File: src/fsu_pkg.sv
// constants, types and register map of the frame state and register update control core
// Contract
// [RL1] uncategorised registers take effect on write
// [RL2] frame-aligned values shadowed, loaded at global sample
// [RL3] host edits context registers only when inactive
// [RL4] host edits idle-only registers in idle/soft reset
// [RL5] host edits soft-reset-only registers under soft reset
// [RL6] writes to read-only registers are discarded
// [RL7] reads allowed; frame-aligned reads return last written
// [RL8] bypass bit makes frame-aligned writes immediate
// [RL9] upload hold bit suppresses frame-start transfer
// [RL10] host holds upload during multi-register updates
// [RL11] soft reset bit low holds sensor reset
// [RL12] hard reset pin clears everything
// [RL13] soft reset spares serial port and registers
// [RL14] five frame states: reset idle exposure sample readout
// [RL15] sequential: exposure, sample, readout, then idle
// [RL16] pipelined: next exposure overlaps current readout
// [RL17] leaving idle starts exposure, sample, readout
// [RL18] readout end without new exposure returns idle
// [RL19] readout end with exposure: wait, then sample
// [RL20] upload hold release starts new frame early
// [RL21] live and access context selects, 0=A 1=B
// [RL22] soft reset keeps frame machine out, then idle
package fsu_pkg;

    // ****************************************
    // register map
    // ****************************************
    localparam logic [6:0] ADDR_LIVE_CTX = 7'h02;
    localparam logic [6:0] ADDR_ACC_CTX = 7'h03;
    localparam logic [6:0] ADDR_HOLD = 7'h04;
    localparam logic [6:0] ADDR_BYPASS = 7'h05;
    localparam logic [6:0] ADDR_SOFT_RST = 7'h06;
    localparam logic [6:0] ADDR_ROW_WIN = 7'h07;
    localparam logic [6:0] ADDR_STATUS = 7'h08;
    localparam logic [6:0] ADDR_EXP_LEN = 7'h09;
    localparam logic [6:0] ADDR_PIPE_EN = 7'h0a;

    localparam int CTRL_BIT = 0;

    // ****************************************
    // reset values
    // ****************************************
    localparam logic [7:0] RST_CTX = 8'h00;
    localparam logic RST_HOLD = 1'b0;
    localparam logic RST_BYPASS = 1'b0;
    localparam logic RST_SOFT_RST_N = 1'b1;
    localparam logic [7:0] RST_ROW_WIN = 8'h00;
    localparam logic [7:0] RST_EXP_LEN = 8'h01;
    localparam logic RST_PIPE_EN = 1'b0;

    // ****************************************
    // serial frame and timing counts
    // ****************************************
    localparam logic [4:0] SPI_ADDR_LAST = 5'h07;
    localparam logic [4:0] SPI_DATA_LAST = 5'h0f;
    localparam logic [15:0] GLOBAL_SAMPLE_STATE_CYCLES = 16'h0010;
    localparam logic [15:0] ROW_CYCLES = 16'h0008;
    localparam logic [15:0] EXP_UNIT = 16'h0010;

    // ****************************************
    // types
    // ****************************************
    typedef enum logic [2:0] {
        ST_RESET,
        ST_IDLE,
        ST_EXPOSURE,
        ST_GLOBAL_SAMPLE,
        ST_READOUT
    } fsu_state_e;

    typedef struct packed {
        logic sclk;
        logic cs_n;
        logic mosi;
    } fsu_spi_in_s;

    typedef struct packed {
        logic in_reset;
        logic idle;
        logic exposing;
        logic sampling;
        logic reading;
    } fsu_status_s;

endpackage : fsu_pkg

File: src/fsu_ctrl.sv
// frame state machine, serial register bank and frame-aligned update control
`timescale 1ns/1ps
module fsu_ctrl (
    // clock and hard reset
    input wire logic clk_sys,
    input wire logic sys_rst,
    // serial register port
    input wire fsu_pkg::fsu_spi_in_s spi_i,
    output logic spi_miso,
    output logic spi_miso_oe,
    // exposure request pin
    input wire logic exp_req,
    // frame status
    output fsu_pkg::fsu_status_s status,
    output logic [7:0] row_window_setting
);

    // ****************************************
    // serial port and register bank
    // ****************************************
    logic sclk_q_r, sclk_q_nxt;
    logic [4:0] bit_cnt_r, bit_cnt_nxt;
    logic [15:0] sh_r, sh_nxt;
    logic [7:0] rd_sh_r, rd_sh_nxt;
    logic rd_mode_r, rd_mode_nxt;
    logic miso_r, miso_nxt;
    logic miso_oe_r, miso_oe_nxt;
    logic [7:0] live_ctx_r, live_ctx_nxt;
    logic [7:0] acc_ctx_r, acc_ctx_nxt;
    logic hold_r, hold_nxt;
    logic bypass_r, bypass_nxt;
    logic soft_rst_n_r, soft_rst_n_nxt;
    logic [7:0] row_win_wr_r, row_win_wr_nxt;
    logic [7:0] exp_len_r [2];
    logic [7:0] exp_len_nxt [2];
    logic pipe_en_r, pipe_en_nxt;

    logic sclk_rise, sclk_fall;
    logic wr_stb;
    logic [6:0] wr_addr;
    logic [7:0] wr_data;

    // frame group state; state and exposure flags read back through the bank
    fsu_pkg::fsu_state_e st_r, st_nxt;
    logic [7:0] row_win_work_r, row_win_work_nxt;
    logic exp_busy_r, exp_busy_nxt;
    logic exp_done_r, exp_done_nxt;

    function automatic logic [7:0] rd_val(input logic [6:0] a);
        logic [7:0] v;
        v = 8'h00;
        case (a)
            fsu_pkg::ADDR_LIVE_CTX: v = live_ctx_r;
            fsu_pkg::ADDR_ACC_CTX: v = acc_ctx_r;
            fsu_pkg::ADDR_HOLD: v = {7'h00, hold_r};
            fsu_pkg::ADDR_BYPASS: v = {7'h00, bypass_r};
            fsu_pkg::ADDR_SOFT_RST: v = {7'h00, soft_rst_n_r};
            // [RL7] last written value
            fsu_pkg::ADDR_ROW_WIN: v = row_win_wr_r;
            fsu_pkg::ADDR_STATUS: v = {3'h0, st_r, exp_busy_r, exp_done_r};
            fsu_pkg::ADDR_EXP_LEN: v = exp_len_r[acc_ctx_r[0]];
            fsu_pkg::ADDR_PIPE_EN: v = {7'h00, pipe_en_r};
            default: v = 8'h00;
        endcase
        return v;
    endfunction : rd_val

    assign sclk_rise = spi_i.sclk & ~sclk_q_r & ~spi_i.cs_n;
    assign sclk_fall = ~spi_i.sclk & sclk_q_r & ~spi_i.cs_n;
    // first bit high marks a write; address then data, msb first
    assign wr_stb = sclk_rise && (bit_cnt_r == fsu_pkg::SPI_DATA_LAST) && sh_r[14];
    assign wr_addr = sh_r[13:7];
    assign wr_data = {sh_r[6:0], spi_i.mosi};

    always_comb begin
        sclk_q_nxt = spi_i.sclk;
        bit_cnt_nxt = bit_cnt_r;
        sh_nxt = sh_r;
        rd_sh_nxt = rd_sh_r;
        rd_mode_nxt = rd_mode_r;
        miso_nxt = miso_r;
        miso_oe_nxt = miso_oe_r;
        live_ctx_nxt = live_ctx_r;
        acc_ctx_nxt = acc_ctx_r;
        hold_nxt = hold_r;
        bypass_nxt = bypass_r;
        soft_rst_n_nxt = soft_rst_n_r;
        row_win_wr_nxt = row_win_wr_r;
        exp_len_nxt = exp_len_r;
        pipe_en_nxt = pipe_en_r;
        if (spi_i.cs_n) begin
            bit_cnt_nxt = 5'h00;
            rd_mode_nxt = 1'b0;
            miso_oe_nxt = 1'b0;
            miso_nxt = 1'b0;
        end else begin
            if (sclk_rise) begin
                sh_nxt = {sh_r[14:0], spi_i.mosi};
                bit_cnt_nxt = bit_cnt_r + 5'h01;
                // [RL7] reads always served
                if (bit_cnt_r == fsu_pkg::SPI_ADDR_LAST && !sh_r[6]) begin
                    rd_mode_nxt = 1'b1;
                    rd_sh_nxt = rd_val({sh_r[5:0], spi_i.mosi});
                end
            end
            if (sclk_fall && rd_mode_r) begin
                miso_oe_nxt = 1'b1;
                miso_nxt = rd_sh_r[7];
                rd_sh_nxt = {rd_sh_r[6:0], 1'b0};
            end
        end
        // [RL1] plain registers act at once
        if (wr_stb) begin
            case (wr_addr)
                fsu_pkg::ADDR_LIVE_CTX: live_ctx_nxt = wr_data;
                fsu_pkg::ADDR_ACC_CTX: acc_ctx_nxt = wr_data;
                fsu_pkg::ADDR_HOLD: hold_nxt = wr_data[fsu_pkg::CTRL_BIT];
                fsu_pkg::ADDR_BYPASS: bypass_nxt = wr_data[fsu_pkg::CTRL_BIT];
                // [RL11] soft reset, active low
                fsu_pkg::ADDR_SOFT_RST: soft_rst_n_nxt = wr_data[fsu_pkg::CTRL_BIT];
                fsu_pkg::ADDR_ROW_WIN: row_win_wr_nxt = wr_data;
                // [RL3] host keeps to inactive context
                fsu_pkg::ADDR_EXP_LEN: exp_len_nxt[acc_ctx_r[0]] = wr_data;
                // [RL4] idle-only, host keeps to it
                fsu_pkg::ADDR_PIPE_EN: pipe_en_nxt = wr_data[fsu_pkg::CTRL_BIT];
                // [RL6] status and unmapped ignore writes
                default: ;
            endcase
        end
    end

    // [RL12] hard reset clears port and bank
    // [RL13] soft reset never touches this group
    always_ff @(posedge clk_sys or posedge sys_rst) begin
        if (sys_rst) begin
            sclk_q_r <= 1'b0;
            bit_cnt_r <= 5'h00;
            sh_r <= 16'h0000;
            rd_sh_r <= 8'h00;
            rd_mode_r <= 1'b0;
            miso_r <= 1'b0;
            miso_oe_r <= 1'b0;
            live_ctx_r <= fsu_pkg::RST_CTX;
            acc_ctx_r <= fsu_pkg::RST_CTX;
            hold_r <= fsu_pkg::RST_HOLD;
            bypass_r <= fsu_pkg::RST_BYPASS;
            soft_rst_n_r <= fsu_pkg::RST_SOFT_RST_N;
            row_win_wr_r <= fsu_pkg::RST_ROW_WIN;
            exp_len_r[0] <= fsu_pkg::RST_EXP_LEN;
            exp_len_r[1] <= fsu_pkg::RST_EXP_LEN;
            pipe_en_r <= fsu_pkg::RST_PIPE_EN;
        end else begin
            sclk_q_r <= sclk_q_nxt;
            bit_cnt_r <= bit_cnt_nxt;
            sh_r <= sh_nxt;
            rd_sh_r <= rd_sh_nxt;
            rd_mode_r <= rd_mode_nxt;
            miso_r <= miso_nxt;
            miso_oe_r <= miso_oe_nxt;
            live_ctx_r <= live_ctx_nxt;
            acc_ctx_r <= acc_ctx_nxt;
            hold_r <= hold_nxt;
            bypass_r <= bypass_nxt;
            soft_rst_n_r <= soft_rst_n_nxt;
            row_win_wr_r <= row_win_wr_nxt;
            exp_len_r <= exp_len_nxt;
            pipe_en_r <= pipe_en_nxt;
        end
    end

    assign spi_miso = miso_r;
    assign spi_miso_oe = miso_oe_r;

    // ****************************************
    // frame state machine
    // ****************************************
    logic [15:0] cnt_r, cnt_nxt;
    logic [15:0] exp_cnt_r, exp_cnt_nxt;
    logic req_q_r, req_q_nxt;
    logic hold_q_r, hold_q_nxt;
    fsu_pkg::fsu_status_s status_r, status_nxt;

    logic start_req;
    logic [15:0] exp_cycles;
    logic [15:0] ro_cycles;
    logic global_sample_state_entry;

    // [RL20] hold release counts as a start request
    assign start_req = (exp_req & ~req_q_r) | (hold_q_r & ~hold_r);
    // [RL21] live context picks the exposure setting
    assign exp_cycles = 16'(exp_len_r[live_ctx_r[0]]) * fsu_pkg::EXP_UNIT;
    assign ro_cycles = (16'(row_win_work_r) + 16'h0001) * fsu_pkg::ROW_CYCLES;

    always_comb begin
        st_nxt = st_r;
        cnt_nxt = cnt_r;
        exp_cnt_nxt = exp_cnt_r;
        exp_busy_nxt = exp_busy_r;
        exp_done_nxt = exp_done_r;
        row_win_work_nxt = row_win_work_r;
        req_q_nxt = exp_req;
        hold_q_nxt = hold_r;
        global_sample_state_entry = 1'b0;
        // exposure timer runs beside the main state so it can overlap readout
        if (exp_busy_r) begin
            if (exp_cnt_r == 16'h0000) begin
                exp_busy_nxt = 1'b0;
                exp_done_nxt = 1'b1;
            end else begin
                exp_cnt_nxt = exp_cnt_r - 16'h0001;
            end
        end
        // [RL14] five states
        case (st_r)
            fsu_pkg::ST_RESET: begin
                // [RL22] release goes to idle
                st_nxt = fsu_pkg::ST_IDLE;
            end
            fsu_pkg::ST_IDLE: begin
                // [RL17] leaving idle starts exposure
                if (start_req) begin
                    st_nxt = fsu_pkg::ST_EXPOSURE;
                    exp_busy_nxt = 1'b1;
                    exp_done_nxt = 1'b0;
                    exp_cnt_nxt = exp_cycles;
                end
            end
            fsu_pkg::ST_EXPOSURE: begin
                // [RL15] exposure then global sample
                if (exp_done_r) begin
                    global_sample_state_entry = 1'b1;
                end
            end
            fsu_pkg::ST_GLOBAL_SAMPLE: begin
                if (cnt_r == 16'h0000) begin
                    st_nxt = fsu_pkg::ST_READOUT;
                    cnt_nxt = ro_cycles - 16'h0001;
                end else begin
                    cnt_nxt = cnt_r - 16'h0001;
                end
            end
            fsu_pkg::ST_READOUT: begin
                // [RL16] overlapping exposure during readout
                if (start_req && pipe_en_r && !exp_busy_r && !exp_done_r) begin
                    exp_busy_nxt = 1'b1;
                    exp_cnt_nxt = exp_cycles;
                end
                if (cnt_r == 16'h0000) begin
                    // [RL19] wait for exposure, then sample
                    if (exp_done_r) begin
                        global_sample_state_entry = 1'b1;
                    end else if (exp_busy_r) begin
                        st_nxt = fsu_pkg::ST_EXPOSURE;
                    end else begin
                        // [RL18] nothing pending, back to idle
                        st_nxt = fsu_pkg::ST_IDLE;
                    end
                end else begin
                    cnt_nxt = cnt_r - 16'h0001;
                end
            end
            default: st_nxt = fsu_pkg::ST_RESET;
        endcase
        if (global_sample_state_entry) begin
            st_nxt = fsu_pkg::ST_GLOBAL_SAMPLE;
            cnt_nxt = fsu_pkg::GLOBAL_SAMPLE_STATE_CYCLES - 16'h0001;
            exp_done_nxt = 1'b0;
            // [RL2] frame-start transfer of shadow
            // [RL9] hold bit suppresses transfer
            if (!hold_r) begin
                row_win_work_nxt = row_win_wr_r;
            end
        end
        // [RL8] bypass: write lands at once, winning over the frame-start copy
        if (bypass_r && wr_stb && wr_addr == fsu_pkg::ADDR_ROW_WIN) begin
            row_win_work_nxt = wr_data;
        end
        // [RL22] soft reset holds machine in reset
        if (!soft_rst_n_r) begin
            st_nxt = fsu_pkg::ST_RESET;
            cnt_nxt = 16'h0000;
            exp_cnt_nxt = 16'h0000;
            exp_busy_nxt = 1'b0;
            exp_done_nxt = 1'b0;
        end
        status_nxt.in_reset = (st_nxt == fsu_pkg::ST_RESET);
        status_nxt.idle = (st_nxt == fsu_pkg::ST_IDLE);
        status_nxt.exposing = exp_busy_nxt;
        status_nxt.sampling = (st_nxt == fsu_pkg::ST_GLOBAL_SAMPLE);
        status_nxt.reading = (st_nxt == fsu_pkg::ST_READOUT);
    end

    // [RL12] hard reset lands in the reset state
    always_ff @(posedge clk_sys or posedge sys_rst) begin
        if (sys_rst) begin
            st_r <= fsu_pkg::ST_RESET;
            cnt_r <= 16'h0000;
            exp_cnt_r <= 16'h0000;
            exp_busy_r <= 1'b0;
            exp_done_r <= 1'b0;
            row_win_work_r <= fsu_pkg::RST_ROW_WIN;
            req_q_r <= 1'b0;
            hold_q_r <= fsu_pkg::RST_HOLD;
            status_r <= '{in_reset: 1'b1, default: 1'b0};
        end else begin
            st_r <= st_nxt;
            cnt_r <= cnt_nxt;
            exp_cnt_r <= exp_cnt_nxt;
            exp_busy_r <= exp_busy_nxt;
            exp_done_r <= exp_done_nxt;
            row_win_work_r <= row_win_work_nxt;
            req_q_r <= req_q_nxt;
            hold_q_r <= hold_q_nxt;
            status_r <= status_nxt;
        end
    end

    assign status = status_r;
    assign row_window_setting = row_win_work_r;

endmodule : fsu_ctrl

File: config.mk
export PLATFORM = sky130hd
export DESIGN_NAME = fsu_ctrl
export DESIGN_NICKNAME = d
export VERILOG_FILES = /design/src/fsu_pkg.sv /design/src/fsu_ctrl.sv
export SDC_FILE = /design/constraint.sdc
export NUM_CORES = 1
export LEC_CHECK = 0
export BUFFER_PORTS_ARGS = -buffer_cell sky130_fd_sc_hd__buf_2
export CORE_MARGIN = 1.5
export CORE_UTILIZATION = 35
export CTS_CLUSTER_SIZE = 20
export DETAILED_ROUTE_END_ITERATION = 8
export GPL_TIMING_DRIVEN = 0
export PLACE_DENSITY = 0.47
export SYNTH_ARGS = -nofsm -noshare
export SYNTH_HDL_FRONTEND = slang
export SYNTH_SLANG_ARGS = --single-unit
File: constraint.sdc
create_clock -name clk_sys -period 9.3 [get_ports clk_sys]
set_input_delay 2.325 -clock clk_sys [delete_from_list [all_inputs] [get_ports clk_sys]]
set_output_delay 2.325 -clock clk_sys [all_outputs]
set_load 0.02 [all_outputs]
* Word-level counts from Yosys, hierarchy flattened
Index checks and enable logic that the tools add are counted.
** Word-level totals
- Register bits :: 127
- Input port bits :: 6
- Output and inout bits :: 15
- Word-level logic and storage cells :: 174
** Cells by class
- $add $sub $neg :: 5
- Magnitude comparators :: 3
- Eq/ne operators :: 29
- Mux-type cells :: 59
- Bitwise gates (word level) :: 14
- Reduce and logical (&&, ||, !) cells :: 36
** Operators with widths (count)
- 16-bit two-way mux :: 9
- 8-bit two-way mux :: 13
- 8-bit one-hot mux with 9 select lines :: 1
- 16-bit one-hot mux with 2 select lines :: 2
- 7-bit by 3-bit equality test with 1-bit output, second input constant :: 8
- 7-bit by 4-bit equality test with 1-bit output, second input constant :: 5
- 16-bit zero test :: 2
- 16-bit by 1-bit subtractor with 16-bit output, second input constant :: 2
- 7-bit by 2-bit equality test with 1-bit output, second input constant :: 4
- 2-bit AND reduction :: 12
- 1-bit two-way mux :: 20
- 3-bit two-way mux :: 6
- 16-bit bitwise mux :: 1
- 3-bit one-hot mux with 5 select lines :: 1
- 12-bit by 1-bit subtractor with 13-bit output, second input constant :: 1
- 2-bit nonzero test :: 6
- 1-bit logical AND :: 10
- 5-bit two-way mux :: 2
- 8-bit by 1-bit adder with 9-bit output, second input constant :: 1
- 3-bit by 2-bit equality test with 1-bit output, second input constant :: 3
- 8-bit demux with 1-bit select :: 1
- 1-bit bitwise AND :: 6
- 3-bit by 1-bit equality test with 1-bit output, second input constant :: 2
- 3-bit equality test, second input constant :: 2
- 16 further kinds :: 26

* Longest topological paths before layout
- Depth in word-level cells :: 9
- Mapped depth :: 10

* Worst setup path before layout
No wires, ideal clock.
- Path kind :: input-to-reg
- From :: input spi_i[1] (netlist name)
- To :: register exp_len_r[10] (netlist name)
- Arrival time :: 3.863 ns
- Slack :: 5.312 ns
- Cell stages on the path :: 8
- Cells stage by stage :: buf_2 > nor3b_1 > buf_2 > nand2_1 > nor3_1 > nand2_1 > nor2_2 > mux2_2
** Between the ends
- Longest elaborated chain between the ends :: 5
** Ends and longest elaborated chain
- start, declared :: RTL line fsu_ctrl.sv:8 : input wire fsu_pkg::fsu_spi_in_s spi_i,
- 1-bit inverter (no source line)
- 1-bit bitwise AND :: RTL line fsu_ctrl.sv:68 : assign sclk_rise = spi_i.sclk & ~sclk_q_r & ~spi_i.cs_n;
- 1-bit logical AND (2 in a row) :: RTL line fsu_ctrl.sv:71 : assign wr_stb = sclk_rise && (bit_cnt_r == fsu_pkg::SPI_DATA_LAST) && sh_r[14];
- 2-bit AND reduction (no source line)
- end signal, assigned :: RTL line fsu_ctrl.sv:166 : exp_len_r <= exp_len_nxt;
- end, declared :: RTL line fsu_ctrl.sv:34 : logic [7:0] exp_len_r [2];
Every way passes these cells.
A chain may end at the register's enable or synchronous reset.

* Final worst setup path
- From :: input spi_i[1] (netlist name)
- To :: register exp_len_r[2] (netlist name)
The elaborated chain is that of the path after synthesis.

==> results.py <==
metrics = {
    "status": {
        "outcome": "finished, final reports clean",
    },
    "yosys": {
        "synth_area_leaders": "dfrtp_1, mux2_2, nand2_1",
        "synth_area_leader_cell": "dfrtp_1",
        "synth-seq-cells": 127,
        "yosys_warnings": 0,
        "syn_nets": 671,
        "synth_top_cell_area_share": 0.458,
        "synth_enable_flop_cells": 0,
        "async_reset_ff_frac": 1.00,
        "synth_cell_types": 70,
        "syn_area_per_cell_um2": 10.2,
        "synth_area_mm2": 0.00672,
        "synth_seq_area_share": 0.473,
        "postSynthCellCount": 659,
        "ys.flop_type": "dfrtp_1",
    },
    "floorplanning": {
        "dieArea_mm2": 0.0201,
        "rows": 50,
        "core_mm2": 0.0188,
        "fp.dieW_um": 142,
        "die_h_um": 142,
        "io_pins": 21,
        "initial_core_util": 0.358,
    },
    "detailed_routing": {
        "drt_iter0_drc": 313,
        "num_vias": 5237,
        "drc": 0,
        "drt-pass1-iter-count": 5,
        "avgRoutedWirePerCell_um": 17.9,
        "drtAntennaViolNets": 0,
        "routed_wl_mm": 16.9,
        "via_per_inst": 5.54,
    },
    "sta": {
        "grt_setup_unrepaired": "false",
        "setup_violations": 0,
        "period_needed_ns": 4.09,
        "tns_ns": 0,
        "finalCritPeriodShare": 0.439,
        "tightestPinTransition_ns": 0.845,
        "skew_ns": 0.0147,
        "finalHoldViolations": 0,
        "drv_slew": 0,
        "max-slew-margin-rel": 0.431,
        "clock.fmax_ghz": 0.245,
    },
    "finish": {
        "final_common_cell": "dfrtp_1",
        "insertedDiodeCount": 0,
        "fin_nets": 710,
        "areaGrowthSynthToFinish_pct": 14.8,
        "layout-drive-gt1-share": 0.201,
        "final_cell_mix": "dfrtp_1, nand2_1, mux2_2",
        "nFillCells": 1858,
    },
    "power": {
        "vdd_drop_max_mv": 0.122,
        "total_power_w": 0.00136,
        "p_leak_nw": 3.32,
        "power_density_mw_per_mm2": 177,
    },
    "clock_network": {
        "clock_latency_ns": 0.42,
        "ctsHoldBuffers": 0,
        "clock_path_buffers": 2,
        "cts_resized": 0,
        "cts_buffers": 17,
        "tritoncts": "done",
        "clkTransAtPathRegs_ns": 0.06,
        "htree_levels": 4,
        "cts.sinks": 127,
        "postCtsSetupBuffers": 0,
        "root_buffer": "clkbuf_16",
    },
    "place": {
        "dp.final_hpwl_mm": 11.8,
        "io_buffers": 19,
        "place_congestion": 0.908,
    },
    "worst_hold_path": {
        "hold_depth": 1,
        "min_from": "spi_miso_oe",
        "hold_class": "flip-flop to flip-flop",
        "min_to": "spi_miso_oe",
    },
    "worst_setup_path": {
        "required_ns": 9.59,
        "endpoint_kind": "flip-flop",
        "slowest_delay_ns": 0.50,
        "cp_cell_sequence": "buf_2, nor3b_1, buf_2, nand2_1, nor3_1, nand3_1, mux2_2",
        "regToRegStartpoint": "cnt_r[0]",
        "arrival_ns": 4.38,
        "cp_common_cell": "buf_2",
        "rrSetupSlack_ns": 6.67,
        "rr_endpoint": "cnt_r[3]",
        "start_kind": "primary input",
        "critical_path.slowest_cell": "nand3_1",
        "cp_max_fo": 10,
        "crit_type": "primary input to flip-flop",
        "rr_worst_depth": 10,
    },
    "grt": {
        "grt_pass1_vias": 5179,
        "antenna_found_initial": 0,
        "grt_pass1_wl_mm": 27.9,
        "grt_max_degree": 68,
        "overflow": 0,
        "grtUsageTotal": 0.179,
    },
    "flow_run": {
        "drv_cap": 0,
    },
}
-- final cells by class --
type	count	area, um2	area share
Tap cell	234	293	0.0379
Clock inverter	10	103	0.0133
Multi-Input combinational cell	492	3360	0.436
Clock buffer	22	474	0.0614
Timing Repair Buffer	20	123	0.0159
Inverter	10	42.5	0.00551
Buffer	30	139	0.0180
Sequential cell	127	3180	0.412
-- synthesized netlist by cell type, types with 10 or more instances --
library cell and number:
dfrtp_1 123, mux2_2 61, nand2_1 61, nor2_1 51, o21ai_0 43, a21oi_1 32, nor3_1 21, clkbuf_1 18
nand3_1 17, mux2i_1 16, a31oi_1 12, xnor2_1 12, xor2_1 12, a22oi_1 10, inv_1 10
-- worst max-delay path: cells and delay by family --
family,cells,cell delay (ns)
muxes,1,0.44
buffers and inverters,2,0.41
and+or+nand+nor,4,1.19
-- metrics by stage --
stage          cells  setup WS, ns   util  area [um2]  hold slack (ns)
5_1_grt          945          5.02  0.411        7720            0.513
6_report         945          5.21  0.411        7720            0.469
4_1_cts          945          5.24  0.411        7720            0.475
3_3_place_gp     912          2.01  0.379        7110            0.453
3_5_place_dp     913          4.81  0.381        7140            0.460
2_1_floorplan    659          3.60      -        6720            0.419
-- sequential cells by signal, summed over array words and instances, names as in the netlist --
| signal | flops |
|---|---|
| exp_done_r | 1 |
| hold_q_r | 1 |
| sh_r | 15 |
| bit_cnt_r | 5 |
| soft_rst_n_r | 1 |
| hold_q_nxt | 1 |
| acc_ctx_r | 8 |
| exp_len_r | 16 |
| rd_sh_r | 8 |
| spi_miso | 1 |
| live_ctx_r | 8 |
| row_window_setting | 8 |
| req_q_r | 1 |
| status | 5 |
| cnt_r | 16 |
| bypass_r | 1 |
| pipe_en_r | 1 |
| sclk_q_r | 1 |
| exp_cnt_r | 16 |
| spi_miso_oe | 1 |
| st_r | 3 |
| row_win_wr_r | 8 |
| rd_mode_r | 1 |
-- kinds of logic after synthesis --
logic type | count (synthesis) | share of synthesized area
multiplexers | 78 | 0.129
AO/OA/AOI/OAI | 146 | 0.139
AND/OR/NAND/NOR | 238 | 0.190
flip-flops | 127 | 0.473
XOR/XNOR | 24 | 0.0313
buffers and inverters | 40 | 0.0262
adder cells (fa/ha/maj) | 6 | 0.0112
-- metal layers --
layer | vias up | GRT usage | wire (um)
li1 | 2503 | - | -
met1 | 2593 | 0.237 | 7930
met2 | 117 | 0.293 | 8160
met3 | 24 | 0.0351 | 519
met4 | 0 | 0.0629 | 279
met5 | - | 0 | 0
-- how the worst max path moves through the flow --
stage                        start            end  slack [ns]  depth (start not counted)
after floorplan            sys_rst   acc_ctx_r[0]        3.60                          1
after global placement     sys_rst  exp_cnt_r[14]        2.01                          2
after detailed placement  spi_i[1]  exp_len_r[12]        4.81                          8
after CTS                 spi_i[1]  exp_len_r[12]        5.24                          8
after global routing      spi_i[1]   exp_len_r[2]        5.02                          7
final                     spi_i[1]   exp_len_r[2]        5.21                          7
-- report_power, final --
group          internal [W]  switching (W)
sequential         0.000574      0.0000408
combinational     0.0000365      0.0000694
clock              0.000392       0.000252
total               0.00100       0.000362
No activity file was read; power rests on OpenSTA's default activity.
